===== src/inc/fdr_map.svh =====
`ifndef FDR_MAP_SVH
`define FDR_MAP_SVH

// Record byte offsets; offset 0 is the summary byte 0 register
`define FDR_OFS_SUM_B0 4'h0
`define FDR_OFS_B1 4'h1
`define FDR_OFS_B2 4'h2
`define FDR_OFS_B3 4'h3
`define FDR_OFS_B4 4'h4
`define FDR_OFS_B5 4'h5
`define FDR_OFS_B6 4'h6
`define FDR_OFS_B7 4'h7
`define FDR_OFS_B8 4'h8
`define FDR_REC_LEN 16

// Summary byte 0 fields
`define FDR_B0_ERR_STATE 0
`define FDR_B0_INTERNAL 1
`define FDR_B0_EXTERNAL 2
`define FDR_B0_CHANNEL 3
`define FDR_B0_AUX_FAIL 4
`define FDR_B0_NO_CFG 6
`define FDR_B0_PARAM 7
// Bytes 2, 3, 7 and 8 fields
`define FDR_B2_WDOG 3
`define FDR_B3_RAM 3
`define FDR_B3_HW_LOST 6
`define FDR_B7_CHAN_VEC 0
`define FDR_B8_SIG_A 0
`define FDR_B8_SIG_B 1
`define FDR_B8_SIG_N 2
`define FDR_B8_ENC_SUP 4

// Fixed record contents and reset values
`define FDR_B1_FIXED 8'h18
`define FDR_B4_FIXED 8'h76
`define FDR_B5_FIXED 8'h10
`define FDR_B6_FIXED 8'h01
`define FDR_BYTE_RST 8'h00
`define FDR_INFO_RST 32'h0000_0000
`define FDR_SRC_W 10

`endif


===== src/inc/fdr_pkg.sv =====
package fdr_pkg;
  // Reporting sequence, one-hot
  typedef enum logic [2:0] {
    st_idle = 3'b001,
    st_latch = 3'b010,
    st_signal = 3'b100
  } fdr_state_t;

  typedef logic [7:0] fdr_byte_t;
endpackage


===== src/rtl/fdr_record.sv =====
// Builds the variable bytes of the diagnostic records from live fault levels
module fdr_record (
  input wire logic aux_fail,
  input wire logic enc52_fault,
  input wire logic no_config,
  input wire logic param_error,
  input wire logic wdog_expired,
  input wire logic ram_fail,
  input wire logic hw_lost,
  input wire logic sig_a_err,
  input wire logic sig_b_err,
  input wire logic sig_n_err,
  output fdr_pkg::fdr_byte_t sum_b0,
  output fdr_pkg::fdr_byte_t rec_b2,
  output fdr_pkg::fdr_byte_t rec_b3,
  output fdr_pkg::fdr_byte_t rec_b7,
  output fdr_pkg::fdr_byte_t rec_b8
);
  import fdr_pkg::*;
  `include "fdr_map.svh"
  logic internal_err;
  logic external_err;
  logic channel_err;

  // Group flags of summary byte 0
  assign internal_err = ram_fail | wdog_expired | hw_lost;
  assign external_err = aux_fail | enc52_fault | sig_a_err | sig_b_err | sig_n_err
                      | param_error;
  assign channel_err = sig_a_err | sig_b_err | sig_n_err | enc52_fault;

  // Unassigned bits, bit 5 among them, stay zero
  always_comb begin
    sum_b0 = `FDR_BYTE_RST;
    sum_b0[`FDR_B0_ERR_STATE] = internal_err | external_err | no_config;
    sum_b0[`FDR_B0_INTERNAL] = internal_err;
    sum_b0[`FDR_B0_EXTERNAL] = external_err;
    sum_b0[`FDR_B0_CHANNEL] = channel_err;
    sum_b0[`FDR_B0_AUX_FAIL] = aux_fail;
    sum_b0[`FDR_B0_NO_CFG] = no_config;
    sum_b0[`FDR_B0_PARAM] = param_error;
    rec_b2 = `FDR_BYTE_RST;
    rec_b2[`FDR_B2_WDOG] = wdog_expired;
    rec_b3 = `FDR_BYTE_RST;
    rec_b3[`FDR_B3_RAM] = ram_fail;
    rec_b3[`FDR_B3_HW_LOST] = hw_lost;
    rec_b7 = `FDR_BYTE_RST;
    rec_b7[`FDR_B7_CHAN_VEC] = channel_err;
    rec_b8 = `FDR_BYTE_RST;
    rec_b8[`FDR_B8_SIG_A] = sig_a_err;
    rec_b8[`FDR_B8_SIG_B] = sig_b_err;
    rec_b8[`FDR_B8_SIG_N] = sig_n_err;
    rec_b8[`FDR_B8_ENC_SUP] = enc52_fault;
  end
endmodule // fdr_record


===== src/rtl/fdr_reporter.sv =====
module fdr_reporter #(
  parameter int CNT_W = 32
) (
  input wire logic core_clk,
  input wire logic nrst,
  input wire logic pin_aux_missing,
  input wire logic pin_enc24_short,
  input wire logic pin_enc52_fault,
  input wire logic pin_sig_a_err,
  input wire logic pin_sig_b_err,
  input wire logic pin_sig_n_err,
  input wire logic pin_plug_wrong,
  input wire logic prom_test_fail,
  input wire logic ram_test_fail,
  input wire logic wdog_expired,
  input wire logic params_missing,
  input wire logic params_faulty,
  input wire logic plug_param_mismatch,
  input wire logic diag_irq_enable,
  input wire logic hw_irq_enable,
  input wire logic hw_event,
  input wire logic hw_irq_ack,
  input wire logic diag_irq_ack,
  input wire logic count_pulse,
  input wire logic [3:0] rec_rd_idx,
  output logic group_fault_led,
  output logic diag_irq_req,
  output logic [31:0] start_info,
  output logic hw_irq_req,
  output fdr_pkg::fdr_byte_t rec_rd_data,
  output logic [CNT_W-1:0] count_value
);
  import fdr_pkg::*;
  `include "fdr_map.svh"

  localparam int PIN_W = 7;

  logic [PIN_W-1:0] pins_sync;
  logic aux_fail;
  logic enc52_fault;
  logic sig_a_err;
  logic sig_b_err;
  logic sig_n_err;
  logic plug_wrong;
  logic enc24_short;
  logic param_error;
  logic hw_lost;
  logic fault_any;
  logic diag_en;
  logic hw_en;
  logic [`FDR_SRC_W-1:0] src_now;
  logic [`FDR_SRC_W-1:0] src_prev;
  logic src_changed;
  logic redo;
  fdr_state_t state;
  fdr_state_t next_state;
  fdr_byte_t sum_b0;
  fdr_byte_t rec_b2;
  fdr_byte_t rec_b3;
  fdr_byte_t rec_b7;
  fdr_byte_t rec_b8;
  fdr_byte_t detail [`FDR_REC_LEN];

  // Selects the content of one record byte for a snapshot
  function automatic fdr_byte_t record_byte(input int idx, input fdr_byte_t b0,
                                            input fdr_byte_t b2, input fdr_byte_t b3,
                                            input fdr_byte_t b7, input fdr_byte_t b8);
    fdr_byte_t val;
    case (idx)
      0: val = b0;
      1: val = `FDR_B1_FIXED;
      2: val = b2;
      3: val = b3;
      4: val = `FDR_B4_FIXED;
      5: val = `FDR_B5_FIXED;
      6: val = `FDR_B6_FIXED;
      7: val = b7;
      8: val = b8;
      default: val = `FDR_BYTE_RST;
    endcase
    return val;
  endfunction

  // Field wiring faults come from pins, so they pass the synchroniser
  fdr_sync #(
    .WIDTH(PIN_W)
  ) u_pin_sync (
    .core_clk(core_clk),
    .nrst(nrst),
    .pin_in({pin_plug_wrong, pin_sig_n_err, pin_sig_b_err, pin_sig_a_err,
             pin_enc52_fault, pin_enc24_short, pin_aux_missing}),
    .level_out(pins_sync)
  );

  // External fault levels
  assign enc24_short = pins_sync[1];
  assign aux_fail = pins_sync[0] | enc24_short;
  assign enc52_fault = pins_sync[2];
  assign sig_a_err = pins_sync[3];
  assign sig_b_err = pins_sync[4];
  assign sig_n_err = pins_sync[5];
  assign plug_wrong = pins_sync[6];
  // A wrong plug or a plug that contradicts the parameters counts as a parameter error
  assign param_error = params_faulty | plug_wrong | plug_param_mismatch;

  // Any fault at all, the program memory test included, drives the lamp
  assign fault_any = prom_test_fail | ram_test_fail | wdog_expired | hw_lost
                   | params_missing | aux_fail | enc52_fault | sig_a_err | sig_b_err
                   | sig_n_err | param_error;

  // Program memory test is absent here, so it never causes a request
  assign src_now = {sig_n_err, sig_b_err, sig_a_err, hw_lost, ram_test_fail, wdog_expired,
                    param_error, params_missing, enc52_fault, aux_fail};
  assign src_changed = (src_now != src_prev);

  fdr_record u_record (
    .aux_fail(aux_fail),
    .enc52_fault(enc52_fault),
    .no_config(params_missing),
    .param_error(param_error),
    .wdog_expired(wdog_expired),
    .ram_fail(ram_test_fail),
    .hw_lost(hw_lost),
    .sig_a_err(sig_a_err),
    .sig_b_err(sig_b_err),
    .sig_n_err(sig_n_err),
    .sum_b0(sum_b0),
    .rec_b2(rec_b2),
    .rec_b3(rec_b3),
    .rec_b7(rec_b7),
    .rec_b8(rec_b8)
  );

  // Lamp follows the fault level with no acknowledge needed
  always_ff @(posedge core_clk or negedge nrst) begin
    if (!nrst) begin
      group_fault_led <= 1'b0;
    end else begin
      group_fault_led <= fault_any;
    end
  end

  // Configuration enables; both come up off
  always_ff @(posedge core_clk or negedge nrst) begin
    if (!nrst) begin
      diag_en <= 1'b0;
      hw_en <= 1'b0;
    end else begin
      diag_en <= diag_irq_enable;
      hw_en <= hw_irq_enable;
    end
  end

  // Hardware interrupt: a repeat before the acknowledge is reported lost
  always_ff @(posedge core_clk or negedge nrst) begin
    if (!nrst) begin
      hw_irq_req <= 1'b0;
    end else if (hw_event && hw_en) begin
      hw_irq_req <= 1'b1;
    end else if (hw_irq_ack) begin
      hw_irq_req <= 1'b0;
    end
  end

  // Lost flag: an acknowledge in the same cycle as a repeat wins and clears it
  always_ff @(posedge core_clk or negedge nrst) begin
    if (!nrst) begin
      hw_lost <= 1'b0;
    end else if (hw_event && hw_en && hw_irq_req && !hw_irq_ack) begin
      hw_lost <= 1'b1;
    end else if (hw_irq_ack) begin
      hw_lost <= 1'b0;
    end
  end

  // Source history for edge detection, both incoming and outgoing
  always_ff @(posedge core_clk or negedge nrst) begin
    if (!nrst) begin
      src_prev <= '0;
    end else begin
      src_prev <= src_now;
    end
  end

  // A change seen while a request is pending is kept for one more report
  always_ff @(posedge core_clk or negedge nrst) begin
    if (!nrst) begin
      redo <= 1'b0;
    end else if (state != st_idle && src_changed) begin
      redo <= 1'b1;
    end else if (state == st_idle) begin
      redo <= 1'b0;
    end
  end

  // Report sequence: latch records first, then raise the request
  always_comb begin
    next_state = state;
    case (state)
      st_idle: begin
        if (diag_en && (src_changed || redo)) begin
          next_state = st_latch;
        end
      end
      st_latch: begin
        next_state = st_signal;
      end
      st_signal: begin
        if (diag_irq_ack) begin
          next_state = st_idle;
        end
      end
      default: begin
        next_state = st_idle;
      end
    endcase
  end

  always_ff @(posedge core_clk or negedge nrst) begin
    if (!nrst) begin
      state <= st_idle;
    end else begin
      state <= next_state;
    end
  end

  // Request is a single held level; no second one until acknowledged
  always_ff @(posedge core_clk or negedge nrst) begin
    if (!nrst) begin
      diag_irq_req <= 1'b0;
    end else begin
      diag_irq_req <= (next_state == st_signal);
    end
  end

  // Detail record snapshot; refreshed whenever sources move and no report is in flight
  always_ff @(posedge core_clk or negedge nrst) begin
    if (!nrst) begin
      for (int i = 0; i < `FDR_REC_LEN; i++) begin
        detail[i] <= `FDR_BYTE_RST;
      end
    end else if (state == st_latch || (state == st_idle && !diag_en)) begin
      for (int i = 0; i < `FDR_REC_LEN; i++) begin
        detail[i] <= record_byte(i, sum_b0, rec_b2, rec_b3, rec_b7, rec_b8);
      end
    end
  end

  // Start information carries the summary bytes taken in the same snapshot
  always_ff @(posedge core_clk or negedge nrst) begin
    if (!nrst) begin
      start_info <= `FDR_INFO_RST;
    end else if (state == st_latch || (state == st_idle && !diag_en)) begin
      start_info <= {rec_b3, rec_b2, `FDR_B1_FIXED, sum_b0};
    end
  end

  // Record read port; index 0 is the summary byte 0 register
  always_ff @(posedge core_clk or negedge nrst) begin
    if (!nrst) begin
      rec_rd_data <= `FDR_BYTE_RST;
    end else begin
      rec_rd_data <= detail[rec_rd_idx];
    end
  end

  // Counting is never gated by the diagnostic logic
  always_ff @(posedge core_clk or negedge nrst) begin
    if (!nrst) begin
      count_value <= '0;
    end else if (count_pulse) begin
      count_value <= count_value + 1'b1;
    end
  end

  a_led_follow: assert property (@(posedge core_clk) disable iff (!nrst)
    fault_any |=> group_fault_led)
    else $error("fault lamp did not light");

  a_led_dark: assert property (@(posedge core_clk) disable iff (!nrst)
    !fault_any ##1 !fault_any |-> !group_fault_led)
    else $error("fault lamp stayed lit");

  a_req_order: assert property (@(posedge core_clk) disable iff (!nrst)
    $rose(diag_irq_req) |-> $past(state == st_latch) && group_fault_led == $past(fault_any))
    else $error("request raised before records");

  a_req_enabled: assert property (@(posedge core_clk) disable iff (!nrst)
    $rose(diag_irq_req) |-> $past(diag_en, 2))
    else $error("request without enable");

  a_req_held: assert property (@(posedge core_clk) disable iff (!nrst)
    diag_irq_req && !diag_irq_ack |=> diag_irq_req && $stable(start_info))
    else $error("pending request dropped");

  a_sum_bits: assert property (@(posedge core_clk) disable iff (!nrst)
    start_info[7:1] != 7'h00 |-> start_info[0] && !start_info[5])
    else $error("summary byte 0 inconsistent");

  a_hw_lost: assert property (@(posedge core_clk) disable iff (!nrst)
    hw_event && hw_en && hw_irq_req && !hw_irq_ack |=> hw_lost ##1 1'b1)
    else $error("lost hardware interrupt not flagged");

  a_count_run: assert property (@(posedge core_clk) disable iff (!nrst)
    count_pulse |=> count_value == $past(count_value) + 1'b1)
    else $error("count stalled");

  a_rec_head: assert property (@(posedge core_clk) disable iff (!nrst)
    rec_rd_idx == 4'h1 && state == st_idle |=> rec_rd_data == start_info[15:8])
    else $error("detail head differs from summary");

  a_chan_b8: assert property (@(posedge core_clk) disable iff (!nrst)
    state == st_latch |=> detail[8][3] == 1'b0 && detail[7][0] == start_info[3])
    else $error("detail byte 8 layout wrong");

  a_irq_off: assert property (@(posedge core_clk) disable iff (!nrst)
    !diag_en && state == st_idle |=> !diag_irq_req)
    else $error("request while interrupts disabled");

  a_lost_lamp: assert property (@(posedge core_clk) disable iff (!nrst)
    hw_lost |=> group_fault_led)
    else $error("lost interrupt did not light lamp");
endmodule // fdr_reporter


===== src/rtl/fdr_sync.sv =====
// Three-stage input synchroniser; a change is taken once stages two and three agree
module fdr_sync #(
  parameter int WIDTH = 1
) (
  input wire logic core_clk,
  input wire logic nrst,
  input wire logic [WIDTH-1:0] pin_in,
  output logic [WIDTH-1:0] level_out
);
  logic [WIDTH-1:0] stage1;
  logic [WIDTH-1:0] stage2;
  logic [WIDTH-1:0] stage3;

  // Stage one feeds only stage two to keep metastability contained
  always_ff @(posedge core_clk or negedge nrst) begin
    if (!nrst) begin
      stage1 <= '0;
      stage2 <= '0;
      stage3 <= '0;
    end else begin
      stage1 <= pin_in;
      stage2 <= stage1;
      stage3 <= stage2;
    end
  end

  // Agreement filter drops single-cycle glitches
  always_ff @(posedge core_clk or negedge nrst) begin
    if (!nrst) begin
      level_out <= '0;
    end else begin
      for (int i = 0; i < WIDTH; i++) begin
        if (stage2[i] == stage3[i]) begin
          level_out[i] <= stage3[i];
        end
      end
    end
  end
endmodule // fdr_sync

===== config.mk =====
export PLATFORM = sky130hd
export DESIGN_NAME = fdr_reporter
export DESIGN_NICKNAME = d
export VERILOG_FILES = /design/src/inc/fdr_pkg.sv /design/src/rtl/fdr_record.sv /design/src/rtl/fdr_reporter.sv /design/src/rtl/fdr_sync.sv
export VERILOG_INCLUDE_DIRS = /design/src /design/src/inc
export SDC_FILE = /design/constraint.sdc
export NUM_CORES = 1
export LEC_CHECK = 0
export BUFFER_PORTS_ARGS = -buffer_cell sky130_fd_sc_hd__buf_2
export CAP_MARGIN = 20
export CORE_MARGIN = 5
export CORE_UTILIZATION = 50
export CTS_BUF_LIST = sky130_fd_sc_hd__clkbuf_8
export CTS_CLUSTER_SIZE = 24
export DETAILED_ROUTE_END_ITERATION = 10
export GPL_TIMING_DRIVEN = 0
export PLACE_DENSITY = 0.76
export SYNTH_ARGS = -nofsm -noshare
export SYNTH_HDL_FRONTEND = slang
export SYNTH_SLANG_ARGS = --single-unit
export TNS_END_PERCENT = 30

===== constraint.sdc =====
create_clock -name core_clk -period 3.09 [get_ports core_clk]
set_input_delay 0.7725 -clock core_clk [delete_from_list [all_inputs] [get_ports core_clk]]
set_output_delay 0.7725 -clock core_clk [all_outputs]
set_load 0.1 [all_outputs]

* Word level (Yosys, flattened, before mapping)
Index checks and enable logic that the tools add are counted.
** Operators by class
- $add $sub $neg :: 1
- $mul :: 0
- Divide/modulo/power cells :: 0
- $lt $le $gt $ge :: 1
- Eq/ne operators :: 13
- Shift operators :: 0
- Multiplexer cells :: 11
- Bitwise operators :: 26
- Reduce and logical (&&, ||, !) cells :: 13
** Operators with widths (count)
- $add A32 B1 Y32 const B :: 1
- $bmux W8 S4 :: 1
- $or A1 B1 Y1 :: 25
- $mux W8 :: 2
- $ne A10 B10 Y1 :: 1
- $pmux W3 S3 :: 1
- $eq A1 B1 Y1 :: 7
- $eq A3 B3 Y1 const B :: 2
- $logic_and A1 B1 Y1 :: 6
- $mux W3 :: 2
- $reduce_bool A2 Y1 :: 3
- $ge A5 B5 Y1 const B :: 1
- $mux W1 :: 5
- $not A4 Y5 :: 1
- $eq A3 B1 Y1 const B :: 1
- $eq A3 B2 Y1 const B :: 1
- $ne A3 B1 Y1 const B :: 1
- $logic_not A1 Y1 :: 2
- $logic_or A1 B1 Y1 :: 2
** Word-level totals
- Flip-flop bits (word level) :: 118
- Bits in latches :: 0
- RAM bits :: 0
- Bits in read-only memories :: 0
- Input port bits :: 25
- Output and inout bits :: 75
- Memories :: 0

* Logic depth before layout (Yosys ltp)
- Depth after elaboration :: 10
- Mapped depth :: 6

* Cells and area by module
A second synthesis with hierarchy kept.
** Second synthesis, totals
- Cells, all modules :: 445
- Area, all modules :: 5664.2 µm²
** By module, submodules not included
- fdr_reporter :: times used 1, cells an instance 365, area an instance 4546.9 µm²
- fdr_sync :: times used 1, cells an instance 35, area an instance 779.5 µm²
- fdr_record :: times used 1, cells an instance 45, area an instance 337.8 µm²

* Worst setup path before layout
Ideal clock, no wire load.
- Path type :: register to register
- From :: reg count_value[15]
- To :: reg count_value[28]
- Arrival time :: 2388 ps
- Path slack :: 547 ps
- Stages on the path, launching flop included :: 6
- Cells stage by stage :: dfrtp_1 nand4_1 nor3_1 inv_1 or4_4 xnor2_2
** On the way
- Longest elaborated chain between the ends :: 1
** Ends and longest elaborated chain
- start, declared :: line fdr_reporter.sv:31 : output logic [CNT_W-1:0] count_value
- start signal, assigned :: line fdr_reporter.sv:272 : count_value <= count_value + 1'b1;
- $add A32 B1 Y32 :: line fdr_reporter.sv:272
No other way between the ends.
A chain may end at the register's enable or synchronous reset.

* Worst setup path in the final report
- From :: reg start_info[12]
- To :: out start_info[12]
** RTL lines
- start, declared :: line fdr_reporter.sv:28 : output logic [31:0] start_info,
- start signal, assigned :: line fdr_reporter.sv:252 : start_info <= `FDR_INFO_RST;
- start signal, assigned :: line fdr_reporter.sv:254 : start_info <= {rec_b3, rec_b2, `FDR_B1_FIXED, sum_b0};
No word-level cell between the ends.

==> impl_metrics.yaml <==
cts:
  cts_sinks: 103
  post-cts-setup-buffers: 0
  cts_hold_buf: 0
  htreeDepth: 3
  cts-resized-gates: 0
  root_buffer: "clkbuf_8"
  numCtsBuffers: 9
  cts_tree: "done"
  cts_max_path_buffers: 2
  insertion_delay_ps: 360
  clk_pin_slew_worst_paths_ps: 110
die:
  rows: 33
  fp.dieH_um: 101
  pin_count: 100
  dieArea_um2: 10200
  chipWidth_um: 101
  initial_utilization: 0.509
  design.core.area_um2: 8130
sta:
  slew_headroom: 0.589
  drv_slew: 0
  fin_crit_ps: 2200
  fin_skew_ps: 16.7
  fmax_mhz: 454
  setup_viol: 0
  setup_tns_ps: 0
  rsz0062_at_grt: "no"
  worst_pin_slew_ps: 611
  post-route-period-util: 0.713
  hold_violations: 0
hold_path:
  hp-class: "reg -> reg"
  min_from: "u_pin_sync.stage1[0]$_DFF_PN0_"
  hold_path_end: "u_pin_sync.stage2[0]$_DFF_PN0_"
  hold_depth: 0
power_and_ir_drop:
  leakagePower_uw: 0.00242
  p_int_uw: 2190
  switching_share: 0.438
  p_clk_frac: 0.204
  seq_power_share: 0.436
  power_switching_uw: 1710
  ir_worst_vdd_uv: 672
  combPwrFrac: 0.361
  p_per_area_nw_per_um2: 786
worst_setup_path:
  ff2ff_setup_slack_ps: 1070
  cp.required_ps: 2320
  arrival_ps: 1430
  r2r-start: "count_value[5]$_DFFE_PN0P_"
  crit_type: "reg -> out"
  ff2ff_path_depth: 5
  r2r_end: "count_value[28]$_DFFE_PN0P_"
  setup.worst_path.start_class: "flop"
  end_kind: "primary output"
  cp_max_fo: 8
detailed_routing:
  dr_wl_met2_mm: 3.62
  wire_per_inst_um: 13.4
  drt_wl_total_mm: 7.44
  postRouteAntennaNets: 0
  firstDrtPassIters: 4
  vias: 2699
  vias_per_cell: 4.88
  drc: 0
  wl_met1_mm: 3.17
  drt_iter0_markers: 82
  wl_met3_um: 580
  topRoutingLayerUsed: "met4"
synthesis:
  synth_cell_types: 39
  syn_avg_cell_area_um2: 12.4
  ys_top_cells_by_count: "dfrtp_1 (102), buf_4 (32), nor2_1 (27), xnor2_1 (22), xor2_1 (18)"
  synthCells: 335
  synthArstFlopShare: 1.00
  synth.top_cell.area_share: 0.616
  synth_most_common_cell: "dfrtp_1"
  ys_ff_latch: 103
  synth_edf_count: 0
  yosysSeqAreaShare: 0.622
  synthFlopType: "dfrtp_1"
  yosysTopAreaCell: "dfrtp_1"
  synth_area_um2: 4140
  synth.yosys.warnings: 0
  ys_top_cells_by_area: "dfrtp_1 (62%), buf_4 (5.8%), xnor2_1 (4.7%), xor2_1 (3.8%), mux2_2 (2.7%)"
grt:
  grt-ovfl-total: 0
  grt_pass1_wl_mm: 11.9
  antenna_found_initial: 0
  grt_start_max_net_pins: 62
  grt_pass1_vias: 2573
  grt.total_usage: 0.148
cells_and_area:
  final_cells: 553
  finalNetCount: 469
  antenna-diode-count: 0
  fillers: 680
  drive_gt1_frac: 0.326
  syn2layout_area_growth_pct: 19.5
placed_design:
  numPortBuffers: 77
  place_congestion: 0.811
  placed_cells: 537
  dp_hpwl_mm: 5.46
outcome:
  status: "finished clean"
run:
  drv_cap: 0
-- layer usage --
metal  vias to the layer above  global-route usage
li1                       1287                   -
met1                      1299               0.193
met2                       104               0.237
met3                         9              0.0491
met4                         0              0.0429
met5                         -                   0
-- placed cells by master, fill, tap and decap left out, drive strengths merged, types with 3 or more instances in the layout --
cell type / n
dfrtp: 102
mux2: 10
o21ai: 3
nand2b: 3
inv: 13
nor4: 5
a21oi: 13
maj3: 7
a31oi: 3
nand2: 17
nand3: 13
and3: 4
conb: 20
xor2: 18
clkbuf: 18
buf: 110
nand4: 11
nor3: 11
xnor2: 23
nor2: 27
-- power groups by stage --
stage / Clock [µW] / Combinational (µW) / Sequential, µW
floorplan: 0 / 809 / 2080
detailed placement: 0 / 1410 / 1720
global route: 873 / 1480 / 1720
CTS: 829 / 1410 / 1700
global placement: 0 / 1390 / 1710
finish: 792 / 1400 / 1700
-- critical path, cell delays in order, from the launching register on --
cell,delay (ps)
dfrtp_1,510
buf_4,160
buf_2,410
-- registers in the layout, summed over array words and instances, names as in the netlist --
register / count
count_value: 32
src_prev: 10
state: 3
hw_en: 1
start_info: 11
rec_rd_data: 8
diag_en: 1
redo: 1
diag_irq_req: 1
u_pin_sync.stage1: 7
hw_lost: 1
u_pin_sync.stage3: 7
group_fault_led: 1
u_pin_sync.stage2: 7
hw_irq_req: 1
u_pin_sync.level_out: 7
detail: 4
-- cell type report --
cell class | count | area (µm²) | share of cell area
Buffer | 40 | 270 | 0.0546
Clock buffer | 10 | 138 | 0.0278
Clock inverter | 6 | 51.3 | 0.0104
Inverter | 9 | 33.8 | 0.00683
Multi-Input combinational cell | 202 | 1330 | 0.269
Sequential cell | 103 | 2580 | 0.521
Tap cell | 105 | 131 | 0.0265
Timing Repair Buffer | 78 | 415 | 0.0839
-- stage by stage --
stage                util  hold slack, ps  total power [µW]  setup slack [ps]  cell area (µm²)
floorplan               -             331              2890               547             4210
global placement    0.582             332              3100               246             4730
detailed placement  0.585             336              3130               654             4760
CTS                 0.609             359              3940               876             4950
global route        0.609             365              4070               797             4950
finish              0.609             356              3890               885             4950
-- worst max-delay path by stage --
stage	from	endpoint	slack, ps	cells after the start
final	start_info[12]$_DFFE_PN0P_	start_info[12]	890	2
after detailed placement	count_pulse	count_value[28]$_DFFE_PN0P_	650	7
after CTS	start_info[12]$_DFFE_PN0P_	start_info[12]	880	2
after floorplan	count_value[15]$_DFFE_PN0P_	count_value[28]$_DFFE_PN0P_	550	5
after global routing	start_info[12]$_DFFE_PN0P_	start_info[12]	800	2
after global placement	nrst	count_value[23]$_DFFE_PN0P_	250	1
-- logic make-up (layout without fill, tap and decap cells) --
family	count (synthesis)	in the layout	synth area share
buffers and inverters	49	143	0.0734
muxes	13	13	0.0375
xor gates and xnor gates	41	41	0.0885
DFF	103	103	0.622
AOI/OAI and AO/OA	21	21	0.0278
and+or+nand+nor	99	99	0.130
other	1	20	0.000905
adders and majority gates	8	8	0.0199
No activity file was read; power rests on OpenSTA's default activity.
